**src/inc/mitf_pkg.sv**
```systemverilog
// Purpose: Shared constants and types of the execution timing unit
// Assumes: 8-bit core, four system clocks per instruction cycle
// Notes: Opcode values are internal; the decoder maps onto them
package mitf_pkg;
  // Widths
  localparam int DATA_W = 8;
  localparam int BIDX_W = 3;
  localparam int TBLW_W = 15;
  localparam int TABLE_HIGH_BYTE_W = 7;
  localparam int CYC_W = 3;
  localparam int PH_W = 2;

  // Instruction cycle framing, four clocks each
  localparam logic [PH_W-1:0] PH_FIRST = 2'h1;
  localparam logic [PH_W-1:0] PH_LAST = 2'h3;
  localparam logic [CYC_W-1:0] CYC_ONE = 3'h1;
  localparam logic [CYC_W-1:0] CYC_TWO = 3'h2;
  localparam logic [CYC_W-1:0] CYC_NONE = 3'h0;

  // Data constants
  localparam logic [DATA_W-1:0] BYTE_ZERO = 8'h00;
  localparam logic [DATA_W-1:0] BYTE_ONES = 8'hff;
  localparam logic [DATA_W-1:0] BYTE_ONE = 8'h01;
  localparam logic [3:0] BCD_LIMIT = 4'h9;
  localparam logic [3:0] BCD_ADJ = 4'h6;

  // Reset values
  localparam logic [DATA_W-1:0] ACCUM_RST = 8'h00;
  localparam logic [TABLE_HIGH_BYTE_W-1:0] TABLE_HIGH_BYTE_RST = 7'h00;
  localparam logic FLAG_RST = 1'b0;

  // Operations
  typedef enum logic [5:0] {
    OP_NOP, OP_ADD, OP_ADC, OP_SUB, OP_SBC, OP_DECADJ,
    OP_AND, OP_OR, OP_XOR, OP_COMPL, OP_INC, OP_DEC,
    OP_ROR, OP_ROL, OP_RORC, OP_ROLC, OP_MOV, OP_SWAP,
    OP_BCLR, OP_BSET, OP_CLRM, OP_SETM,
    OP_JMP, OP_CALL, OP_RET, OP_RETA, OP_IRET,
    OP_SKZ, OP_SKZCOPY, OP_SKBZ, OP_SKBNZ, OP_INCSKZ, OP_DECSKZ,
    OP_TBRD_CUR, OP_TBRD_LAST,
    OP_WDCLR, OP_WDPRE_A, OP_WDPRE_B, OP_HALT
  } mitf_op_e;

  typedef enum logic {ST_IDLE, ST_EXEC} mitf_state_e;
endpackage : mitf_pkg

```
**src/verilog/mitf_alu.sv**
```systemverilog
// Purpose: Combinational result and flag datapath
// Assumes: Operand already selected between memory and immediate
// Notes: Flag outputs are candidates; the caller picks which to keep
`timescale 1ns/1ps
module mitf_alu
  import mitf_pkg::*;
(
  input mitf_op_e op_i,
  input logic [DATA_W-1:0] accum_i,
  input logic [DATA_W-1:0] opnd_i,
  input logic [BIDX_W-1:0] bit_idx_i,
  input logic c_i,
  input logic ac_i,
  output logic [DATA_W-1:0] res_o,
  output logic c_o,
  output logic ac_o,
  output logic ov_o,
  output logic zero_o,
  output logic bit_o
);
  logic [DATA_W-1:0] b_s;
  logic [DATA_W-1:0] bmask;
  logic [DATA_W:0] sum9;
  logic [4:0] nib;
  logic [4:0] lo_s;
  logic [4:0] hi_t;
  logic [4:0] hi_s;
  logic cin;

  // One adder serves add and subtract; subtract is add of inverse
  always_comb begin
    bmask = BYTE_ONE << bit_idx_i;
    b_s = opnd_i;
    cin = 1'b0;
    nib = 5'h00;
    sum9 = 9'h000;
    lo_s = 5'h00;
    hi_t = 5'h00;
    hi_s = 5'h00;
    res_o = opnd_i;
    c_o = c_i;
    ac_o = ac_i;
    ov_o = 1'b0;
    case (op_i)
      OP_ADD, OP_ADC, OP_SUB, OP_SBC: begin
        if (op_i == OP_SUB || op_i == OP_SBC) begin
          b_s = ~opnd_i;
        end
        if (op_i == OP_SUB) begin
          cin = 1'b1;
        end else if (op_i != OP_ADD) begin
          cin = c_i;
        end
        nib = {1'b0, accum_i[3:0]} + {1'b0, b_s[3:0]} + {4'h0, cin};
        sum9 = {1'b0, accum_i} + {1'b0, b_s} + {8'h00, cin};
        res_o = sum9[DATA_W-1:0];
        c_o = sum9[DATA_W];
        ac_o = nib[4];
        ov_o = (accum_i[7] == b_s[7]) && (sum9[7] != accum_i[7]);
      end
      // Carry only ever gets set here, never cleared
      OP_DECADJ: begin
        lo_s = {1'b0, accum_i[3:0]};
        if (accum_i[3:0] > BCD_LIMIT || ac_i) begin
          lo_s = lo_s + {1'b0, BCD_ADJ};
        end
        hi_t = {1'b0, accum_i[7:4]} + {4'h0, lo_s[4]};
        hi_s = hi_t;
        if (hi_t > {1'b0, BCD_LIMIT} || c_i) begin
          hi_s = hi_t + {1'b0, BCD_ADJ};
        end
        res_o = {hi_s[3:0], lo_s[3:0]};
        c_o = c_i | hi_s[4];
      end
      OP_AND: res_o = accum_i & opnd_i;
      OP_OR: res_o = accum_i | opnd_i;
      OP_XOR: res_o = accum_i ^ opnd_i;
      OP_COMPL: res_o = ~opnd_i;
      OP_INC, OP_INCSKZ: res_o = opnd_i + BYTE_ONE;
      OP_DEC, OP_DECSKZ: res_o = opnd_i - BYTE_ONE;
      OP_ROR: res_o = {opnd_i[0], opnd_i[7:1]};
      OP_ROL: res_o = {opnd_i[6:0], opnd_i[7]};
      OP_RORC: begin
        res_o = {c_i, opnd_i[7:1]};
        c_o = opnd_i[0];
      end
      OP_ROLC: begin
        res_o = {opnd_i[6:0], c_i};
        c_o = opnd_i[7];
      end
      OP_SWAP: res_o = {opnd_i[3:0], opnd_i[7:4]};
      OP_BCLR: res_o = opnd_i & ~bmask;
      OP_BSET: res_o = opnd_i | bmask;
      OP_CLRM: res_o = BYTE_ZERO;
      OP_SETM: res_o = BYTE_ONES;
      default: res_o = opnd_i;
    endcase
  end

  // Zero and bit test views
  assign zero_o = (res_o == BYTE_ZERO);
  assign bit_o = opnd_i[bit_idx_i];
endmodule : mitf_alu

```
**src/verilog/mitf_exec.sv**
```systemverilog
// Purpose: Instruction execution timing and status flag unit
// Assumes: One request per start_i pulse while not busy
// Notes: All results are registered at the edge that takes the request
`timescale 1ns/1ps
module mitf_exec
  import mitf_pkg::*;
(
  input logic clock_i,
  input logic srst_i,
  input logic start_i,
  input mitf_op_e op_i,
  input logic src_imm_i,
  input logic dst_mem_i,
  input logic dst_prog_counter_low_i,
  input logic [DATA_W-1:0] imm_i,
  input logic [BIDX_W-1:0] bit_idx_i,
  input logic [DATA_W-1:0] mem_rdata_i,
  input logic [TBLW_W-1:0] table_word_i,
  input logic wake_i,
  output logic busy_o,
  output logic done_o,
  output logic [CYC_W-1:0] icycles_o,
  output logic [DATA_W-1:0] accumulator_reg_o,
  output logic mem_we_o,
  output logic [DATA_W-1:0] mem_wdata_o,
  output logic [TABLE_HIGH_BYTE_W-1:0] table_high_byte_o,
  output logic table_last_page_o,
  output logic skip_o,
  output logic zero_flag_o,
  output logic carry_flag_o,
  output logic aux_carry_flag_o,
  output logic overflow_flag_o,
  output logic timeout_flag_o,
  output logic powerdown_flag_o,
  output logic wdt_clear_o,
  output logic powerdown_o
);
  mitf_state_e state_r, state_nxt;
  logic [PH_W-1:0] phase_r, phase_nxt;
  logic [CYC_W-1:0] left_r, left_nxt;
  logic [CYC_W-1:0] icyc_r, icyc_nxt;
  logic busy_r, busy_nxt;
  logic done_r, done_nxt;
  logic [DATA_W-1:0] accum_r, accum_nxt;
  logic [DATA_W-1:0] wdata_r, wdata_nxt;
  logic we_r, we_nxt;
  logic [TABLE_HIGH_BYTE_W-1:0] table_high_byte_r, table_high_byte_nxt;
  logic tlast_r, tlast_nxt;
  logic skip_r, skip_nxt;
  logic z_r, z_nxt, c_r, c_nxt, ac_r, ac_nxt, ov_r, ov_nxt;
  logic to_r, to_nxt, pdf_r, pdf_nxt;
  logic wclr_r, wclr_nxt, pwr_r, pwr_nxt;
  logic pre_a_r, pre_a_nxt, pre_b_r, pre_b_nxt;
  logic accept_c, wr_mem_c, wr_acc_c, pcl_hit_c;
  logic upd_arith_c, upd_z_c, upd_c_c, base2_c, skip_c;
  logic [CYC_W-1:0] total_c;
  logic [DATA_W-1:0] opnd_c, res_c;
  logic alu_c, alu_ac, alu_ov, alu_zero, alu_bit;

  // A request is refused while busy or powered down
  assign accept_c = start_i && (state_r == ST_IDLE) && !pwr_r;

  assign opnd_c = (src_imm_i || op_i == OP_RETA) ? imm_i : mem_rdata_i;

  mitf_alu u_alu (
    .op_i(op_i),
    .accum_i(accum_r),
    .opnd_i(opnd_c),
    .bit_idx_i(bit_idx_i),
    .c_i(c_r),
    .ac_i(ac_r),
    .res_o(res_c),
    .c_o(alu_c),
    .ac_o(alu_ac),
    .ov_o(alu_ov),
    .zero_o(alu_zero),
    .bit_o(alu_bit)
  );

  // Decode of target, flag class, base length and skip outcome
  always_comb begin
    wr_mem_c = 1'b0;
    wr_acc_c = 1'b0;
    upd_arith_c = 1'b0;
    upd_z_c = 1'b0;
    upd_c_c = 1'b0;
    base2_c = 1'b0;
    skip_c = 1'b0;
    case (op_i)
      OP_ADD, OP_ADC, OP_SUB, OP_SBC: begin
        upd_arith_c = 1'b1;
        wr_mem_c = dst_mem_i;
        wr_acc_c = !dst_mem_i;
      end
      OP_DECADJ: begin
        wr_mem_c = 1'b1;
        upd_c_c = 1'b1;
      end
      OP_AND, OP_OR, OP_XOR, OP_COMPL, OP_INC, OP_DEC: begin
        upd_z_c = 1'b1;
        wr_mem_c = dst_mem_i;
        wr_acc_c = !dst_mem_i;
      end
      OP_ROR, OP_ROL, OP_SWAP, OP_MOV: begin
        wr_mem_c = dst_mem_i;
        wr_acc_c = !dst_mem_i;
      end
      OP_RORC, OP_ROLC: begin
        upd_c_c = 1'b1;
        wr_mem_c = dst_mem_i;
        wr_acc_c = !dst_mem_i;
      end
      OP_BCLR, OP_BSET, OP_CLRM, OP_SETM: wr_mem_c = 1'b1;
      OP_JMP, OP_CALL, OP_RET, OP_IRET: base2_c = 1'b1;
      OP_RETA: begin
        base2_c = 1'b1;
        wr_acc_c = 1'b1;
      end
      OP_SKZ: skip_c = alu_zero;
      OP_SKBZ: skip_c = !alu_bit;
      OP_SKBNZ: skip_c = alu_bit;
      OP_SKZCOPY: begin
        wr_acc_c = 1'b1;
        skip_c = alu_zero;
      end
      OP_INCSKZ, OP_DECSKZ: begin
        wr_mem_c = dst_mem_i;
        wr_acc_c = !dst_mem_i;
        skip_c = alu_zero;
      end
      OP_TBRD_CUR, OP_TBRD_LAST: begin
        base2_c = 1'b1;
        wr_mem_c = 1'b1;
      end
      default: wr_mem_c = 1'b0;
    endcase
  end

  assign pcl_hit_c = wr_mem_c && dst_prog_counter_low_i;
  assign total_c = (base2_c ? CYC_TWO : CYC_ONE) + {2'b00, pcl_hit_c} +
                   {2'b00, skip_c};

  // Cycle framing; the taking edge counts as phase zero
  always_comb begin
    state_nxt = state_r;
    phase_nxt = phase_r;
    left_nxt = left_r;
    icyc_nxt = icyc_r;
    done_nxt = 1'b0;
    if (accept_c) begin
      state_nxt = ST_EXEC;
      phase_nxt = PH_FIRST;
      left_nxt = total_c - CYC_ONE;
      icyc_nxt = total_c;
    end else if (state_r == ST_EXEC) begin
      phase_nxt = phase_r + PH_FIRST;
      if (phase_r == PH_LAST) begin
        if (left_r == CYC_NONE) begin
          state_nxt = ST_IDLE;
          done_nxt = 1'b1;
        end else begin
          left_nxt = left_r - CYC_ONE;
        end
      end
    end
    busy_nxt = (state_nxt == ST_EXEC);
  end

  always_ff @(posedge clock_i) begin
    if (srst_i) begin
      state_r <= ST_IDLE;
      phase_r <= '0;
      left_r <= CYC_NONE;
      icyc_r <= CYC_NONE;
      busy_r <= 1'b0;
      done_r <= 1'b0;
    end else begin
      state_r <= state_nxt;
      phase_r <= phase_nxt;
      left_r <= left_nxt;
      icyc_r <= icyc_nxt;
      busy_r <= busy_nxt;
      done_r <= done_nxt;
    end
  end

  // Results, flags and watchdog bookkeeping
  always_comb begin
    accum_nxt = accum_r;
    wdata_nxt = wdata_r;
    we_nxt = 1'b0;
    table_high_byte_nxt = table_high_byte_r;
    tlast_nxt = tlast_r;
    skip_nxt = skip_r;
    z_nxt = z_r;
    c_nxt = c_r;
    ac_nxt = ac_r;
    ov_nxt = ov_r;
    to_nxt = to_r;
    pdf_nxt = pdf_r;
    wclr_nxt = 1'b0;
    pwr_nxt = pwr_r && !wake_i;
    pre_a_nxt = pre_a_r;
    pre_b_nxt = pre_b_r;
    if (accept_c) begin
      skip_nxt = skip_c;
      if (wr_acc_c) begin
        accum_nxt = res_c;
      end
      if (wr_mem_c) begin
        we_nxt = 1'b1;
        wdata_nxt = (op_i == OP_MOV) ? accum_r : res_c;
      end
      if (op_i == OP_TBRD_CUR || op_i == OP_TBRD_LAST) begin
        wdata_nxt = table_word_i[DATA_W-1:0];
        table_high_byte_nxt = table_word_i[TBLW_W-1:DATA_W];
        tlast_nxt = (op_i == OP_TBRD_LAST);
      end
      if (upd_arith_c) begin
        z_nxt = alu_zero;
        c_nxt = alu_c;
        ac_nxt = alu_ac;
        ov_nxt = alu_ov;
      end
      if (upd_z_c) begin
        z_nxt = alu_zero;
      end
      if (upd_c_c) begin
        c_nxt = alu_c;
      end
      case (op_i)
        OP_WDCLR: begin
          to_nxt = 1'b0;
          pdf_nxt = 1'b0;
          wclr_nxt = 1'b1;
          pre_a_nxt = 1'b0;
          pre_b_nxt = 1'b0;
        end
        OP_WDPRE_A, OP_WDPRE_B: begin
          if ((op_i == OP_WDPRE_A) ? pre_b_r : pre_a_r) begin
            to_nxt = 1'b1;
            pdf_nxt = 1'b0;
            wclr_nxt = 1'b1;
            pre_a_nxt = 1'b0;
            pre_b_nxt = 1'b0;
          end else if (op_i == OP_WDPRE_A) begin
            pre_a_nxt = 1'b1;
          end else begin
            pre_b_nxt = 1'b1;
          end
        end
        OP_HALT: begin
          to_nxt = 1'b0;
          pdf_nxt = 1'b1;
          pwr_nxt = 1'b1;
        end
        default: pwr_nxt = pwr_r && !wake_i;
      endcase
    end
  end

  always_ff @(posedge clock_i) begin
    if (srst_i) begin
      accum_r <= ACCUM_RST;
      wdata_r <= BYTE_ZERO;
      we_r <= 1'b0;
      table_high_byte_r <= TABLE_HIGH_BYTE_RST;
      tlast_r <= 1'b0;
      skip_r <= 1'b0;
      {z_r, c_r, ac_r, ov_r} <= {4{FLAG_RST}};
      {to_r, pdf_r} <= {2{FLAG_RST}};
      wclr_r <= 1'b0;
      pwr_r <= 1'b0;
      pre_a_r <= 1'b0;
      pre_b_r <= 1'b0;
    end else begin
      accum_r <= accum_nxt;
      wdata_r <= wdata_nxt;
      we_r <= we_nxt;
      table_high_byte_r <= table_high_byte_nxt;
      tlast_r <= tlast_nxt;
      skip_r <= skip_nxt;
      {z_r, c_r, ac_r, ov_r} <= {z_nxt, c_nxt, ac_nxt, ov_nxt};
      {to_r, pdf_r} <= {to_nxt, pdf_nxt};
      wclr_r <= wclr_nxt;
      pwr_r <= pwr_nxt;
      pre_a_r <= pre_a_nxt;
      pre_b_r <= pre_b_nxt;
    end
  end

  // Registered outputs
  assign busy_o = busy_r;
  assign done_o = done_r;
  assign icycles_o = icyc_r;
  assign accumulator_reg_o = accum_r;
  assign mem_we_o = we_r;
  assign mem_wdata_o = wdata_r;
  assign table_high_byte_o = table_high_byte_r;
  assign table_last_page_o = tlast_r;
  assign skip_o = skip_r;
  assign zero_flag_o = z_r;
  assign carry_flag_o = c_r;
  assign aux_carry_flag_o = ac_r;
  assign overflow_flag_o = ov_r;
  assign timeout_flag_o = to_r;
  assign powerdown_flag_o = pdf_r;
  assign wdt_clear_o = wclr_r;
  assign powerdown_o = pwr_r;
endmodule : mitf_exec

```
**config.mk**
```make
export PLATFORM = sky130hd
export DESIGN_NAME = mitf_exec
export DESIGN_NICKNAME = d
export VERILOG_FILES = /design/src/inc/mitf_pkg.sv /design/src/verilog/mitf_alu.sv /design/src/verilog/mitf_exec.sv
export SDC_FILE = /design/constraint.sdc
export NUM_CORES = 1
export LEC_CHECK = 0
export ABC_AREA = 1
export BUFFER_PORTS_ARGS = -buffer_cell sky130_fd_sc_hd__buf_2
export CORE_ASPECT_RATIO = 0.5
export CORE_MARGIN = 5
export CORE_UTILIZATION = 60
export DETAILED_ROUTE_END_ITERATION = 12
export GPL_TIMING_DRIVEN = 0
export PLACE_DENSITY = 0.89
export SYNTH_ARGS = -nofsm -noshare
export SYNTH_HDL_FRONTEND = slang
export SYNTH_SLANG_ARGS = --single-unit
```
**constraint.sdc**
```tcl
create_clock -name clock_i -period 10.9 [get_ports clock_i]
set_input_delay 0.545 -clock clock_i [delete_from_list [all_inputs] [get_ports clock_i]]
set_output_delay 0.545 -clock clock_i [all_outputs]
set_load 0.01 [all_outputs]
```
==> summary.md <==
| Metric | Value |
|---|---|
| Root Driver | clkbuf_16 |
| RSZ-0062 raised after global routing | false |
| #FFs+latches synth | 46 |
| Nets@finish | 1031 |
| Clock buffer count from CTS | 5 |
| Largest net degree at the start of global routing | 15 |
| Syn Std Cell Area | 4930 µm² |
| Routability cong. | 1.03 |
| TNS Setup | 0 ns |
| Post-route clock skew | 0.00358 ns |
| Cell mode on critical path | nand2_1 |
| DP HPWL | 14.6 mm |
| Synthesized instance count | 871 |
| Final Cycle Share | 50.8% |
| H-tree depth | 2 |
| Status | completed |
| Share of post-route cells with drive strength above 1 | 14.0% |
| Least-Margin Pin Slew | 0.952 ns |
| Post-synth top flop | dfxtp_1 |
| Count of different cell masters after synthesis | 42 |
| Leakage | 0.00303 µW |
| Clock buffer depth | 2 |
| Number of global-route vias before repair | 5631 |
| Cell Pwr Density | 90.9 nW/µm² |
| Leading area contributor after synthesis | nand2_1 |
| Fillcell total | 735 |
| Number of synthesis warnings | 0 |
| Final hold violation count | 0 |
| Hold WS | 0.455 ns |
| Row cnt | 23 |
| Initial DRC Count | 821 |
| Core ar. | 8000 µm² |
| Normalized max-slew margin | 36.2% |
| Worst setup SP type | input port |
| Hold Buf Count CTS | 0 |
| Delay of the slowest critical-path stage | 0.47 ns |
| Worst Path Buf+Inv | 7 |
| Area contributors post-synth | nand2_1 19%, dfxtp_1 19%, nand3_1 11%, inv_1 8.3%, nor2_1 7.0% |
| Number of synthesized flops with an enable pin | 0 |
| Crit. End Element | flip-flop |
| Via density per instance | 5.93 |
| VDD IR max | 116 µV |
| Fin crit period | 5.53 ns |
| Clock latency at the later pin of the worst-skew pair | 0.29 ns |
| Clock Sinks | 46 |
| IO Port Bufs | 82 |
| ANT nets after route | 0 |
| DR WL/cell | 17.5 µm |
| Io pins | 86 |
| PostCTS Resize Cnt | 0 |
| Total die area | 10200 µm² |
| Max Clk Rate | 181 MHz |
| Crit path max-delay family | simple AND/OR/NAND/NOR gates |
| Crit path kind | in -> reg |
| Setup Buffers After CTS | 0 |
| Setup-failing EPs final | 0 |
| CTS tree | built |
| Hold Crit Class | reg -> reg |
| GRT overflow | 0 |
| Initial antenna violation count | 0 |
| Max-Cap Viols | 0 |
| Die W | 138 µm |
| CP max stage cell | fa_1 |
| DRC Markers | 0 |
| Worst Path Max Fanout | 10 |
| Via count | 6360 |
| Avg Cell Area, Syn | 5.66 µm² |
| Sequential element share of the synthesized area | 18.7% |
| GRT Util Overall | 35.2% |
| Post-Route WL | 18.8 mm |
| Mapped Nets | 942 |
| Layout area overhead | 14.1% |
| Initial core utilization | 61.6% |
| ANT cells | 0 |
| Worst endpoint required time | 11.08 ns |
| Clock-pin slew on the worst setup and hold paths | 0.06 ns |
| Area share of the largest cell type after synthesis | 19.1% |
| First-pass DRT Iterations | 5 |
| Synth async-reset ratio | 0% |
| Critical Path AT | 5.72 ns |
| Max Slew Vio Count | 0 |
| Chip Height | 74.1 µm |
| Global-route wire length before repair | 28.8 mm |
## area by class of cell
class | instances | area (µm²) | share of cell area, %
multi-input combinational | 687 | 3460 | 61.5
sequential | 46 | 921 | 16.4
inverter | 117 | 439 | 7.81
timing repair buffer | 82 | 410 | 7.30
tap | 112 | 140 | 2.49
clock buffer | 6 | 129 | 2.29
buffer | 21 | 109 | 1.94
clock inverter | 2 | 13.8 | 0.245
## placed cells by master, fill, tap and decap left out, types with 2 or more instances in the layout
| cell type | n |
|---|---|
| a211oi_1 | 8 |
| a21oi_1 | 60 |
| a31oi_1 | 2 |
| buf_2 | 88 |
| buf_4 | 4 |
| clkbuf_1 | 10 |
| clkbuf_16 | 5 |
| dfxtp_1 | 46 |
| fa_1 | 4 |
| ha_1 | 20 |
| inv_1 | 109 |
| inv_2 | 7 |
| nand2_1 | 251 |
| nand2_2 | 11 |
| nand3_1 | 111 |
| nand3_2 | 2 |
| nand3b_1 | 5 |
| nand4_1 | 11 |
| nor2_1 | 92 |
| nor2_2 | 5 |
| nor2_4 | 5 |
| nor3_1 | 8 |
| nor3_2 | 2 |
| o211ai_1 | 4 |
| o21ai_0 | 54 |
| o22ai_1 | 2 |
| o31ai_1 | 2 |
| xnor2_1 | 2 |
| xor2_1 | 15 |
## state kept, by name, indices dropped and copies added (netlist names), 2 cells and up
| signal | count |
|---|---|
| table_high_byte_o | 7 |
| accumulator_reg_o | 8 |
| mem_wdata_o | 8 |
| icycles_o | 3 |
| left_r | 3 |
| phase_r | 2 |
## worst paths after layout
path,from,endpoint,slack (ns),cells past startpoint
setup reg to reg,accumulator_reg_o[1],left_r[2],6.27,26
hold / removal,pre_b_r,pre_b_r,0.45,2
hold reg to reg,pre_b_r,pre_b_r,0.45,2
setup / recovery,op_i[3],left_r[2],5.37,35
## where the power goes
part / switching, µW / total (µW) / internal (µW) / leakage (µW)
Clock: 68.4 / 154 / 85.2 / 0.0000708
Sequential: 7.10 / 183 / 176 / 0.000374
Combinational: 119 / 175 / 55.4 / 0.00258
## Yosys cell counts, drive strengths merged, types with 8 or more instances
library cell,number
nand2,263
inv,116
nand3,114
nor2,102
a21oi,60
o21ai,55
dfxtp,46
ha,20
xor2,15
buf,12
nand4,11
nor3,10
clkbuf,9
a211oi,8
## layer usage
layer	part of all wire, %	vias to the layer above	GRT usage, %
met2	41	441	58.3
met5	0	-	0
met4	3.2	0	10.5
met3	14	61	9.51
li1	-	3015	-
met1	42	2843	45.8
## worst register-to-register path: stages (launching register included)
cell	delay, ns
dfxtp_1	0.39
o21ai_0	0.38
inv_1	0.11
ha_1	0.25
ha_1	0.22
xnor2_1	0.27
nand2_1	0.12
nand2_1	0.08
nand2_1	0.05
nand2_1	0.05
nor2_1	0.04
nor2_1	0.08
nand4_1	0.10
nor2_1	0.18
nand3_1	0.26
nor2_1	0.17
nand2_1	0.09
nand2_1	0.11
nand2_1	0.09
fa_1	0.47
or2_2	0.31
nand2_1	0.08
inv_1	0.07
ha_1	0.19
xor2_1	0.16
o211ai_1	0.17
inv_1	0.06
## per-stage QoR
step / utilization [%] / setup slack, ns / total power, µW / instances / instance area (µm²)
3_5_place_dp: 68.5 / 5.23 / 352 / 1065 / 5480
6_report: 70.3 / 5.37 / 511 / 1073 / 5620
3_3_place_gp: 68.5 / 5.33 / 348 / 1065 / 5480
2_1_floorplan: - / 6.07 / 298 / 871 / 4930
4_1_cts: 70.3 / 5.49 / 502 / 1073 / 5620
5_1_grt: 70.3 / 5.05 / 533 / 1073 / 5620
## kinds of logic (layout without fill, tap and decap cells)
group	after synthesis	after routing	synth area share, %
buffers and inverters	138	228	11.1
xor gates and xnor gates	17	17	3.02
DFF	46	46	18.7
AOI/OAI and AO/OA	139	139	15.3
and+or+nand+nor	507	507	45.2
adders and majority gates	24	24	6.70
No activity file was read; power rests on OpenSTA's default activity.
